--- src/common/cqp_pkg.sv ---
// package for the caching and control mode-page policy block
// assumes a byte-serial page interface from the command interpreter
package cqp_pkg;
  localparam logic [5:0]  PAGE_CACHE      = 6'h08;
  localparam logic [7:0]  LEN_CACHE       = 8'h0A;
  localparam logic [5:0]  PAGE_CTRL       = 6'h0A;
  localparam logic [7:0]  LEN_CTRL        = 8'h06;
  localparam int          BIT_RCD         = 0;
  localparam int          BIT_MF          = 1;
  localparam int          BIT_WCE         = 2;
  localparam logic [3:0]  PRIO_EQUAL      = 4'h0;
  localparam logic [3:0]  PRIO_SOONER     = 4'h1;
  localparam logic [3:0]  PRIO_KEEP       = 4'hF;
  localparam logic [15:0] RST_DIS_THR     = 16'hFFFF;
  localparam logic [15:0] RST_MIN_PF      = 16'h0000;
  localparam logic [15:0] RST_MAX_PF      = 16'h00C0;
  localparam logic [15:0] RST_CEIL        = 16'h00C0;
  localparam logic [15:0] THR_ALWAYS      = 16'hFFFF;
  localparam logic [15:0] THR_NEVER       = 16'h0000;
  localparam logic [3:0]  RST_PRIO        = 4'h0;

  typedef struct packed {
    logic        write_cache_on;
    logic        prefetch_multiplier_sel;
    logic        read_cache_off;
    logic [3:0]  read_prio;
    logic [3:0]  write_prio;
    logic [15:0] dis_thr;
    logic [15:0] min_pf;
    logic [15:0] max_pf;
    logic [15:0] ceil_pf;
  } cqp_cache_t;

  typedef struct packed {
    logic [3:0] queue_alg;
    logic       queue_error_policy;
    logic       queue_disable;
  } cqp_ctrl_t;

  typedef struct packed {
    logic        pf_on;
    logic [15:0] pf_min;
    logic [15:0] pf_max;
    logic        from_cache_ok;
  } cqp_read_t;
endpackage

--- src/core/cqp_policy.sv ---
// caching and control mode-page store plus per-command policy decisions
// assumes the command interpreter streams select pages byte by byte, one
// page at a time, and asks for sense bytes by index; single clock domain
// Notes on behaviour
// - caching page 08h, ten bytes, byte 2 bits
// - write cache off: good after medium write
// - write cache on: good after data received
// - write cache on forces write reallocation
// - multiplier selects blocks or transfer-length scale
// - read cache on: cache or medium allowed
// - read cache off: all reads from medium
// - read retention priority 0, 1, 0Fh
// - write retention priority 0, 1, 0Fh
// - skip prefetch when count exceeds threshold
// - threshold zero disables, FFFFh always enables
// - minimum prefetch honoured, default zero
// - maximum prefetch default C0h
// - maximum prefetch truncated to ceiling
// - control page 0Ah, six bytes
// - queue modifier zero keeps order, one reorders
// - queue error zero resumes, one aborts
module cqp_policy (
  input  wire logic              clk,
  input  wire logic              reset,
  input  wire logic              sel_start,
  input  wire logic [5:0]        sel_page,
  input  wire logic              sel_valid,
  input  wire logic [7:0]        sel_byte,
  input  wire logic              sel_end,
  output logic                   sel_done,
  output logic                   sel_reject,
  input  wire logic              sense_req,
  input  wire logic [5:0]        sense_page,
  input  wire logic [3:0]        sense_idx,
  output logic                   sense_valid,
  output logic [7:0]             sense_byte,
  input  wire logic              rd_req,
  input  wire logic [15:0]       rd_blocks,
  output logic                   rd_valid,
  output cqp_pkg::cqp_read_t     rd_plan,
  input  wire logic              wr_req,
  input  wire logic              wr_on_medium,
  input  wire logic              wr_received,
  output logic                   wr_good,
  output logic                   write_realloc,
  output logic                   reorder_ok,
  output logic                   abort_on_error,
  output logic [1:0]             read_evict,
  output logic [1:0]             write_evict
);
  typedef enum logic [2:0] {
    CQP_IDLE  = 3'b001,
    CQP_LOAD  = 3'b010,
    CQP_CHECK = 3'b100
  } cqp_state_t;

  cqp_state_t          state_r;
  cqp_pkg::cqp_cache_t cache_r;
  cqp_pkg::cqp_cache_t cache_nxt;
  cqp_pkg::cqp_ctrl_t  ctrl_r;
  cqp_pkg::cqp_ctrl_t  ctrl_nxt;
  logic [5:0]          page_r;
  logic [3:0]          idx_r;
  logic                bad_r;
  logic                len_bad_r;
  logic                wr_pend_r;
  logic                auto_write_realloc;

  // 2-bit eviction class: 0 equal, 1 sooner, 2 keep, 3 other (advisory)
  function automatic logic [1:0] prio_class(input logic [3:0] p);
    if (p == cqp_pkg::PRIO_EQUAL) begin
      prio_class = 2'h0;
    end else if (p == cqp_pkg::PRIO_SOONER) begin
      prio_class = 2'h1;
    end else if (p == cqp_pkg::PRIO_KEEP) begin
      prio_class = 2'h2;
    end else begin
      prio_class = 2'h3;
    end
  endfunction

  // blocks or scale by transfer length, saturating at 16 bits
  function automatic logic [15:0] pf_count(input logic mf, input logic [15:0] f,
                                           input logic [15:0] len);
    logic [31:0] prod;
    prod = 32'h0;
    if (!mf) begin
      pf_count = f;
    end else begin
      prod = 32'(f) * 32'(len);
      pf_count = (prod[31:16] != 16'h0) ? 16'hFFFF : prod[15:0];
    end
  endfunction

  assign auto_write_realloc = 1'b0;

  // page load state
  always_ff @(posedge clk) begin
    if (reset) begin
      state_r <= CQP_IDLE;
    end else begin
      unique case (state_r)
        CQP_IDLE: begin
          if (sel_start) begin
            state_r <= CQP_LOAD;
          end
        end
        CQP_LOAD: begin
          if (sel_end) begin
            state_r <= CQP_CHECK;
          end
        end
        CQP_CHECK: begin
          state_r <= CQP_IDLE;
        end
        default: state_r <= CQP_IDLE;
      endcase
    end
  end

  // staged copy of a page while loading
  always_ff @(posedge clk) begin
    if (reset) begin
      page_r    <= 6'h00;
      idx_r     <= 4'h0;
      bad_r     <= 1'b0;
      len_bad_r <= 1'b0;
      cache_nxt <= '0;
      ctrl_nxt  <= '0;
    end else if (state_r == CQP_IDLE && sel_start) begin
      page_r    <= sel_page;
      idx_r     <= 4'h0;
      bad_r     <= (sel_page != cqp_pkg::PAGE_CACHE) && (sel_page != cqp_pkg::PAGE_CTRL);
      len_bad_r <= 1'b0;
      cache_nxt <= cache_r;
      ctrl_nxt  <= ctrl_r;
    end else if (state_r == CQP_LOAD && sel_valid) begin
      idx_r <= idx_r + 4'h1;
      if (page_r == cqp_pkg::PAGE_CACHE) begin
        unique case (idx_r)
          4'h0: begin
            cache_nxt.write_cache_on          <= sel_byte[cqp_pkg::BIT_WCE];
            cache_nxt.prefetch_multiplier_sel <= sel_byte[cqp_pkg::BIT_MF];
            cache_nxt.read_cache_off          <= sel_byte[cqp_pkg::BIT_RCD];
          end
          4'h1: begin
            cache_nxt.read_prio  <= sel_byte[7:4];
            cache_nxt.write_prio <= sel_byte[3:0];
          end
          4'h2: cache_nxt.dis_thr[15:8] <= sel_byte;
          4'h3: cache_nxt.dis_thr[7:0]  <= sel_byte;
          4'h4: cache_nxt.min_pf[15:8]  <= sel_byte;
          4'h5: cache_nxt.min_pf[7:0]   <= sel_byte;
          4'h6: cache_nxt.max_pf[15:8]  <= sel_byte;
          4'h7: cache_nxt.max_pf[7:0]   <= sel_byte;
          4'h8: cache_nxt.ceil_pf[15:8] <= sel_byte;
          4'h9: cache_nxt.ceil_pf[7:0]  <= sel_byte;
          default: len_bad_r <= 1'b1;
        endcase
      end else if (page_r == cqp_pkg::PAGE_CTRL) begin
        unique case (idx_r)
          4'h0: bad_r <= bad_r | sel_byte[0];
          4'h1: begin
            ctrl_nxt.queue_alg          <= sel_byte[7:4];
            ctrl_nxt.queue_error_policy <= sel_byte[1];
            ctrl_nxt.queue_disable      <= sel_byte[0];
          end
          4'h2: bad_r <= bad_r | (sel_byte[7] | (|sel_byte[2:0]));
          4'h3: bad_r <= bad_r;
          4'h4: bad_r <= bad_r | (|sel_byte);
          4'h5: bad_r <= bad_r | (|sel_byte);
          default: len_bad_r <= 1'b1;
        endcase
      end
    end
  end

  // commit or reject the staged page
  always_ff @(posedge clk) begin
    if (reset) begin
      cache_r.write_cache_on          <= 1'b0;
      cache_r.prefetch_multiplier_sel <= 1'b0;
      cache_r.read_cache_off          <= 1'b0;
      cache_r.read_prio               <= cqp_pkg::RST_PRIO;
      cache_r.write_prio              <= cqp_pkg::RST_PRIO;
      cache_r.dis_thr                 <= cqp_pkg::RST_DIS_THR;
      cache_r.min_pf                  <= cqp_pkg::RST_MIN_PF;
      cache_r.max_pf                  <= cqp_pkg::RST_MAX_PF;
      cache_r.ceil_pf                 <= cqp_pkg::RST_CEIL;
      ctrl_r                          <= '0;
      sel_done                        <= 1'b0;
      sel_reject                      <= 1'b0;
    end else begin
      sel_done   <= (state_r == CQP_CHECK);
      sel_reject <= (state_r == CQP_CHECK) && (bad_r || len_bad_r);
      if (state_r == CQP_CHECK && !bad_r && !len_bad_r) begin
        if (page_r == cqp_pkg::PAGE_CACHE) begin
          cache_r <= cache_nxt;
        end else begin
          ctrl_r <= ctrl_nxt;
        end
      end
    end
  end

  // sense readback
  always_ff @(posedge clk) begin
    if (reset) begin
      sense_valid <= 1'b0;
      sense_byte  <= 8'h00;
    end else begin
      sense_valid <= sense_req;
      sense_byte  <= 8'h00;
      if (sense_req && sense_page == cqp_pkg::PAGE_CACHE) begin
        unique case (sense_idx)
          4'h0: sense_byte <= {2'b00, cqp_pkg::PAGE_CACHE};
          4'h1: sense_byte <= cqp_pkg::LEN_CACHE;
          4'h2: sense_byte <= {5'h00, cache_r.write_cache_on,
                               cache_r.prefetch_multiplier_sel, cache_r.read_cache_off};
          4'h3: sense_byte <= {cache_r.read_prio, cache_r.write_prio};
          4'h4: sense_byte <= cache_r.dis_thr[15:8];
          4'h5: sense_byte <= cache_r.dis_thr[7:0];
          4'h6: sense_byte <= cache_r.min_pf[15:8];
          4'h7: sense_byte <= cache_r.min_pf[7:0];
          4'h8: sense_byte <= cache_r.max_pf[15:8];
          4'h9: sense_byte <= cache_r.max_pf[7:0];
          4'hA: sense_byte <= cache_r.ceil_pf[15:8];
          4'hB: sense_byte <= cache_r.ceil_pf[7:0];
          default: sense_byte <= 8'h00;
        endcase
      end else if (sense_req && sense_page == cqp_pkg::PAGE_CTRL) begin
        unique case (sense_idx)
          4'h0: sense_byte <= {2'b00, cqp_pkg::PAGE_CTRL};
          4'h1: sense_byte <= cqp_pkg::LEN_CTRL;
          4'h3: sense_byte <= {ctrl_r.queue_alg, 2'b00,
                               ctrl_r.queue_error_policy, ctrl_r.queue_disable};
          default: sense_byte <= 8'h00;
        endcase
      end
    end
  end

  // read plan: prefetch gate, sizing, cache use
  always_ff @(posedge clk) begin
    logic [15:0] mx;
    mx = 16'h0;
    if (reset) begin
      rd_valid <= 1'b0;
      rd_plan  <= '0;
    end else begin
      rd_valid <= rd_req;
      if (rd_req) begin
        mx = pf_count(cache_r.prefetch_multiplier_sel, cache_r.max_pf, rd_blocks);
        if (mx > cache_r.ceil_pf) begin
          mx = cache_r.ceil_pf;
        end
        rd_plan.pf_on <= (cache_r.dis_thr != cqp_pkg::THR_NEVER) &&
                         ((cache_r.dis_thr == cqp_pkg::THR_ALWAYS) ||
                          (rd_blocks <= cache_r.dis_thr));
        rd_plan.pf_min <= pf_count(cache_r.prefetch_multiplier_sel,
                                   cache_r.min_pf, rd_blocks);
        rd_plan.pf_max <= mx;
        rd_plan.from_cache_ok <= !cache_r.read_cache_off;
      end
    end
  end

  // write completion status
  always_ff @(posedge clk) begin
    if (reset) begin
      wr_pend_r <= 1'b0;
      wr_good   <= 1'b0;
    end else begin
      wr_good <= 1'b0;
      if (wr_req) begin
        wr_pend_r <= 1'b1;
      end else if (wr_pend_r) begin
        if (cache_r.write_cache_on ? wr_received : wr_on_medium) begin
          wr_good   <= 1'b1;
          wr_pend_r <= 1'b0;
        end
      end
    end
  end

  // static policy outputs
  always_ff @(posedge clk) begin
    if (reset) begin
      write_realloc  <= 1'b0;
      reorder_ok     <= 1'b0;
      abort_on_error <= 1'b0;
      read_evict     <= 2'h0;
      write_evict    <= 2'h0;
    end else begin
      write_realloc  <= cache_r.write_cache_on | auto_write_realloc;
      reorder_ok     <= (ctrl_r.queue_alg == 4'h1);
      abort_on_error <= ctrl_r.queue_error_policy;
      read_evict     <= prio_class(cache_r.read_prio);
      write_evict    <= prio_class(cache_r.write_prio);
    end
  end

  property p_reject_keeps;
    @(posedge clk) disable iff (reset)
      (state_r == CQP_CHECK && (bad_r || len_bad_r)) |=> $stable(ctrl_r) && $stable(cache_r);
  endproperty
  a_reject_keeps: assert property (p_reject_keeps) else $error("rejected page changed state");

  property p_realloc;
    @(posedge clk) disable iff (reset) cache_r.write_cache_on |=> write_realloc;
  endproperty
  a_realloc: assert property (p_realloc) else $error("realloc not forced");

  property p_no_cache_read;
    @(posedge clk) disable iff (reset)
      (rd_req && cache_r.read_cache_off) |=> rd_valid && !rd_plan.from_cache_ok;
  endproperty
  a_no_cache_read: assert property (p_no_cache_read) else $error("cache used when off");

  property p_cache_read;
    @(posedge clk) disable iff (reset)
      (rd_req && !cache_r.read_cache_off) |=> rd_plan.from_cache_ok;
  endproperty
  a_cache_read: assert property (p_cache_read) else $error("cache not allowed");

  property p_thr_zero;
    @(posedge clk) disable iff (reset)
      (rd_req && cache_r.dis_thr == 16'h0000) |=> !rd_plan.pf_on;
  endproperty
  a_thr_zero: assert property (p_thr_zero) else $error("prefetch with zero threshold");

  property p_thr_skip;
    @(posedge clk) disable iff (reset)
      (rd_req && rd_blocks > cache_r.dis_thr) |=> !rd_plan.pf_on;
  endproperty
  a_thr_skip: assert property (p_thr_skip) else $error("prefetch on long read");

  property p_ceiling;
    @(posedge clk) disable iff (reset)
      rd_req |=> rd_plan.pf_max <= $past(cache_r.ceil_pf);
  endproperty
  a_ceiling: assert property (p_ceiling) else $error("max prefetch above ceiling");

  property p_wt_wait;
    @(posedge clk) disable iff (reset)
      (wr_pend_r && !cache_r.write_cache_on && !wr_on_medium && !wr_req) |=> !wr_good;
  endproperty
  a_wt_wait: assert property (p_wt_wait) else $error("good before medium write");

  property p_wb_fast;
    @(posedge clk) disable iff (reset)
      (wr_pend_r && !wr_req && cache_r.write_cache_on && wr_received) |=> wr_good;
  endproperty
  a_wb_fast: assert property (p_wb_fast) else $error("no good after receipt");

  property p_queue;
    @(posedge clk) disable iff (reset) (ctrl_r.queue_alg == 4'h0) |=> !reorder_ok;
  endproperty
  a_queue: assert property (p_queue) else $error("reorder with modifier zero");

  c_reject: cover property (@(posedge clk) sel_reject);
  c_commit: cover property (@(posedge clk) sel_done && !sel_reject);
  c_pf:     cover property (@(posedge clk) rd_valid && rd_plan.pf_on);
  c_wgood:  cover property (@(posedge clk) wr_good);
endmodule

--- config.mk ---
export PLATFORM = sky130hd
export DESIGN_NAME = cqp_policy
export DESIGN_NICKNAME = d
export VERILOG_FILES = /design/src/common/cqp_pkg.sv /design/src/core/cqp_policy.sv
export SDC_FILE = /design/constraint.sdc
export NUM_CORES = 2
export LEC_CHECK = 0
export ABC_AREA = 1
export BUFFER_PORTS_ARGS = -buffer_cell sky130_fd_sc_hd__buf_2
export CORE_UTILIZATION = 30
export CTS_CLUSTER_SIZE = 24
export DETAILED_ROUTE_END_ITERATION = 8
export PLACE_DENSITY = 0.5
export SLEW_MARGIN = 20
export SYNTH_ARGS = -nofsm -noshare
export SYNTH_HDL_FRONTEND = slang
export SYNTH_SLANG_ARGS = --single-unit
--- constraint.sdc ---
create_clock -name clk -period 15.1 [get_ports clk]
set_clock_uncertainty 0.1 [all_clocks]
set_input_delay 1.51 -clock clk [delete_from_list [all_inputs] [get_ports clk]]
set_output_delay 1.51 -clock clk [all_outputs]
set_load 0.1 [all_outputs]
# After elaboration in Yosys (flattened, before gate mapping)
# Cells that the tools add are included.
[totals]
reg_bits = 232
wordCells = 215
in_bits = 50
output_inout_bits = 54
[op_classes]
mux = 50
eq_ne = 40
n_lt_le_gt_ge = 2
bitwise = 6
n_reduce_logical = 63
add_sub_neg = 1
mul = 2
[ops]
columns = ["cell", "n"]
rows = [
  ["75-bit 2-to-1 mux", 3],
  ["16-bit 2-to-1 mux", 7],
  ["8-bit case mux with 12 select lines", 1],
  ["8-bit 2-to-1 mux", 11],
  ["16-bit by 16-bit multiplier with 32-bit output", 2],
  ["16-bit nonzero test", 3],
  ["4-bit by 3-bit equality test with 1-bit output, second input constant", 8],
  ["4-bit equality test, second input constant", 8],
  ["6-bit 2-to-1 mux", 5],
  ["3-bit AND reduction", 10],
  ["2-bit nonzero test", 14],
  ["6-bit by 4-bit equality test with 1-bit output, second input constant", 4],
  ["8-bit case mux with 3 select lines", 1],
  ["4-bit by 1-bit equality test with 1-bit output, second input constant", 5],
  ["1-bit 2-to-1 mux", 17],
  ["16-bit equality test, second input constant", 1],
  ["4-bit by 2-bit equality test with 1-bit output, second input constant", 4],
  ["16-bit greater-than comparator", 1],
  ["16-bit <= comparator", 1],
  ["4-bit zero test", 4],
  ["6-bit by 4-bit != test with 1-bit output, second input constant", 2],
  ["4-bit AND reduction", 3],
  ["3-bit OR reduction", 4],
  ["10-bit OR reduction", 1],
  ["other kinds (19)", 44],
]

# Depth between registers and ports, before layout
[logic_depth]
depth_word = 8
depth_mapped = 46

# Least setup slack after synthesis
# OpenSTA, ideal clock, no wires.
[synth_path]
path_kind = "input port to flip-flop"
from = "input port rd_blocks[1]"
to = "register rd_plan[13] in the netlist's numbering"
path_slack_ns = 6.865
cell_stages = 36
arrival_time_ns = 8.003
path_cell_list = "clkbuf_1 nand2_1 fa_1 fa_1 fa_1 fa_1 inv_1 fa_1 inv_1 fa_1 inv_1 ha_1 nand2_1 nor2_1 nand3_1 nand3b_1 nand2_1 nand3_1 nand2_1 nor2_1 nand2_1 nor2_2 buf_4 nand3_1 nand2_1 inv_1 ha_1 nand2_1 nor4_1 nand2_1 a22o_1 clkbuf_1 o21ai_0 inv_1 nand2_1 a21oi_1"
[synth_via]
elab_chain_cells = 8
[synth_lines]
columns = ["item", "line", "rtl"]
rows = [
  ["start, declared", "cqp_policy.sv:38", "input wire logic [15:0] rd_blocks,"],
  ["16-bit by 16-bit multiplier with 32-bit output *", "cqp_policy.sv:90", "prod = 32'(f) * 32'(len);"],
  ["16-bit nonzero test", "cqp_policy.sv:91", "pf_count = (prod[31:16] != 16'h0) ? 16'hFFFF : prod[15:0];"],
  ["16-bit 2-to-1 mux *", "cqp_policy.sv:91", ""],
  ["16-bit 2-to-1 mux *", "cqp_policy.sv:87", "if (!mf) begin"],
  ["16-bit 2-to-1 mux *", "cqp_policy.sv:252", "if (rd_req) begin"],
  ["16-bit 2-to-1 mux *", "cqp_policy.sv:247", "if (reset) begin"],
  ["16-bit greater-than comparator", "cqp_policy.sv:254", "if (mx > cache_r.ceil_pf) begin"],
  ["16-bit 2-to-1 mux *", "cqp_policy.sv:254", ""],
  ["end, declared", "cqp_policy.sv:40", "output cqp_pkg::cqp_read_t rd_plan,"],
]
# Mark *: on every way between the ends. The rest lies on a longest branch, timed or not. The select of a mux whose other input is x is not followed.
# A chain may end at the register's enable or synchronous reset.

# Final worst setup path
# Ends and elaborated chain as after synthesis.

==> impl_metrics.tcl <==
set metrics [dict create \
    status "complete, but fails checks" \
    violations "DRC" \
    synth_seq_area_share_pct 15.81 \
    syn_area_um2 29390 \
    hpwlAfterDp_um 71520 \
    pwr-share-seq_pct 41.6 \
    wl_um 94410 \
    finalMaxSlewViolations 0 \
    fillCellCount 10560 \
    finalCriticalPeriod_ns 9.609 \
    vdd_drop_max_mv 0.06875 \
    leakage_nw 17.55 \
    ant_nets 0 \
    fp.dieH_um 315.0 \
    crit_family "adder cells" \
    portBuffers 103 \
    relSlewSlack_pct 23.91 \
    cts_htree_levels 1 \
    drive_gt1_share_pct 5.066 \
    grt-ovfl-total 0 \
    ys_ff_latch 232 \
    synth.distinct_cells 53 \
    cts_sinks 232 \
    yosys_warnings 0 \
    numCtsBuffers 23 \
    start_util_pct 30.34 \
    grt_start_max_net_pins 104 \
    num_vias 25590 \
    crit_type "in -> reg" \
    grt_pass1_vias 25480 \
    synth-xor-area-share_pct 1.013 \
    num_rows 114 \
    clk_pin_slew_ns 0.06 \
    fin_crit_sh_pct 63.64 \
    max_cap_viol_count 0 \
    cp.required_ns 15.45 \
    synth-simple-area-share_pct 19.85 \
    critPathMostFrequentCell "nand2_1" \
    grt_pass1_wl_um 149200 \
    p_int_w 0.001074 \
    rsz0062_at_grt "no" \
    hold_viol_final 0 \
    antenna_cells 0 \
    critPathLaunchType "input pin" \
    hold_depth 2 \
    drt_iter0_drc 1923 \
    muxShareOfSynthArea_pct 0.03406 \
    clock_path_buffers 3 \
    synth_top_family_by_area "adder cells" \
    stdcell_count 5421 \
    synth-adder-area-share_pct 36.82 \
    holdCritPathClass "reg -> reg" \
    design_area_um2 31860 \
    cts_hold_buf 0 \
    p_comb_share_pct 19.3 \
    p_per_area_nw_per_um2 49.24 \
    r2r_cells 35 \
    layout_common_cells "1097 x nand2_1, 1030 x inv_1, 388 x fa_1" \
    die_w_um 315.0 \
    cp_max_fo 33 \
    mostFrequentLayoutCell "nand2_1" \
    synth.avg_cell_area_um2 7.079 \
    layout.nets 4811 \
    post-cts-setup-buffers 0 \
    gp_congestion 0.8935 \
    max_stage_delay_ns 0.72 \
    ctsResizeCount 0 \
    tightest_slew_ns 1.140 \
    root_buffer "clkbuf_16" \
    grt_util_all_layers_pct 19.26 \
    vias_per_cell 4.721 \
    io_pins 104 \
    placed_area_um2 31070 \
    synth_nets 4833 \
    max_freq_ghz 0.1041 \
    ff_latch_area_um2 4644 \
    multi_input_area_um2 20090 \
    p_clk_share_pct 39.1 \
    antenna_found_initial 2 \
    dieArea_um2 99210 \
    syn2layout_area_growth_pct 8.405 \
    arrival_ns 9.96 \
    end_kind "flop" \
    wl_per_cell_um 17.42 \
    cp_slowest_cell "a22o_1" \
    netlist_instances 4151 \
    swShare_pct 31.52 \
    drc 8 \
    clock_latency_ns 0.52 \
    setup_violations 0 \
    switchingPower_w 0.0004944 \
    fin_setup_tns_ns 0 \
    cp_num_cells 36 \
    coreArea_um2 96850 \
    crit_buf_inv 5 \
    fin_util_pct 32.89 \
    cts_tree "done" \
    dp.cells 5380 \
    first_pass_iters 8 \
    synth_compound_area_share_pct 10.60 \
]
==> layer usage <==
| metal | part of all wire [%] | vias up | global-route usage (%) |
|---|---|---|---|
| met5 | 0 | - | 0 |
| met4 | 1.4 | 0 | 2.703 |
| met3 | 6.1 | 93 | 2.394 |
| met2 | 45 | 676 | 31.31 |
| met1 | 47 | 12370 | 27.70 |
| li1 | - | 12460 | - |
==> power groups by stage <==
| stage | clock network [W] | logic (W) | registers [W] |
|---|---|---|---|
| final | 0.000613 | 0.000303 | 0.000653 |
| after detailed placement | 0 | 0.000304 | 0.000666 |
| after floorplan | 0 | 0.000193 | 0.000676 |
| after global placement | 0 | 0.000302 | 0.000666 |
| after CTS | 0.000621 | 0.000305 | 0.000653 |
| after global routing | 0.000645 | 0.000340 | 0.000656 |
==> through the flow <==
stage / setup WS, ns / power [W] / hold WS [ns]
2_1_floorplan: 6.865 / 0.0008696 / 0.3189
3_3_place_gp: 5.091 / 0.0009680 / 0.3405
3_5_place_dp: 4.953 / 0.0009708 / 0.3497
4_1_cts: 5.461 / 0.001579 / 0.3589
5_1_grt: 4.859 / 0.001642 / 0.3824
6_report: 5.491 / 0.001569 / 0.3559
==> worst min-delay path: cells and delay by family, from the launching register on <==
| kind | cells | cell delay, ns |
|---|---|---|
| and+or+nand+nor | 2 | 0.10 |
| DFF | 1 | 0.31 |
==> final timing paths <==
check,start,slack [ns],endpoint
max,rd_blocks[1],5.49,rd_plan[13]
min,wr_pend_r,0.36,wr_good
max reg2reg,cache_r[26],6.14,rd_plan[13]
min reg2reg,wr_pend_r,0.36,wr_good
==> registers in the layout, summed over array words and instances (netlist names) <==
register        cells
write_realloc       1
idx_r               4
read_evict          2
bad_r               1
rd_valid            1
sel_reject          1
rd_plan            34
ctrl_nxt            6
ctrl_r              6
cache_r            75
len_bad_r           1
sense_byte          8
cache_nxt          75
sel_done            1
reorder_ok          1
sense_valid         1
write_evict         2
state_r             3
page_r              6
wr_good             1
wr_pend_r           1
abort_on_error      1
==> cell type report <==
cell class | instances | share of cell area (%)
inverter | 1038 | 12.24
clock inverter | 13 | 0.4674
timing repair buffer | 147 | 2.655
tap | 1276 | 5.012
multi-input combinational | 2687 | 63.06
clock buffer | 28 | 1.991
sequential | 232 | 14.58
==> cell families (layout without fill, tap and decap cells) <==
family | count (synthesis) | count (layout)
compound gates | 558 | 558
flops | 232 | 232
buf+inv | 1232 | 1226
fa+ha+maj | 632 | 632
simple gates | 1462 | 1462
mux | 1 | 1
xor+xnor | 34 | 34
==> cell usage after synthesis, drive strengths merged <==
cell | instances | area, um2
nand3b | 6 | 45.04
xnor2 | 7 | 61.31
buf | 16 | 102.6
nand4 | 24 | 150.1
o22ai | 27 | 168.9
a31oi | 77 | 481.7
nor3 | 22 | 115.1
o31ai | 3 | 22.52
a21oi | 188 | 944.7
and2 | 4 | 25.02
mux2i | 1 | 10.01
clkbuf | 178 | 668.1
o32ai | 2 | 17.52
or4 | 1 | 7.510
o211a | 1 | 10.01
a22oi | 2 | 15.01
or2 | 1 | 6.260
o41ai | 3 | 26.28
o2111ai | 2 | 17.52
a21boi | 3 | 22.52
fa | 388 | 7767
and3 | 1 | 6.260
a311oi | 2 | 17.52
a22o | 1 | 8.760
a21o | 1 | 7.510
a211oi | 5 | 37.54
dfxtp | 232 | 4644
nand2 | 1100 | 4136
o211ai | 21 | 162.6
nand3 | 99 | 495.5
o221ai | 7 | 61.31
ha | 244 | 3053
o21ai | 204 | 1025
o21bai | 2 | 15.01
clkinv | 3 | 11.26
xor2 | 27 | 236.5
nor4 | 21 | 131.4
nor3b | 1 | 7.510
inv | 1035 | 3885
nor2 | 182 | 705.7
o21a | 7 | 52.55
(Power assumes the default switching activity.)
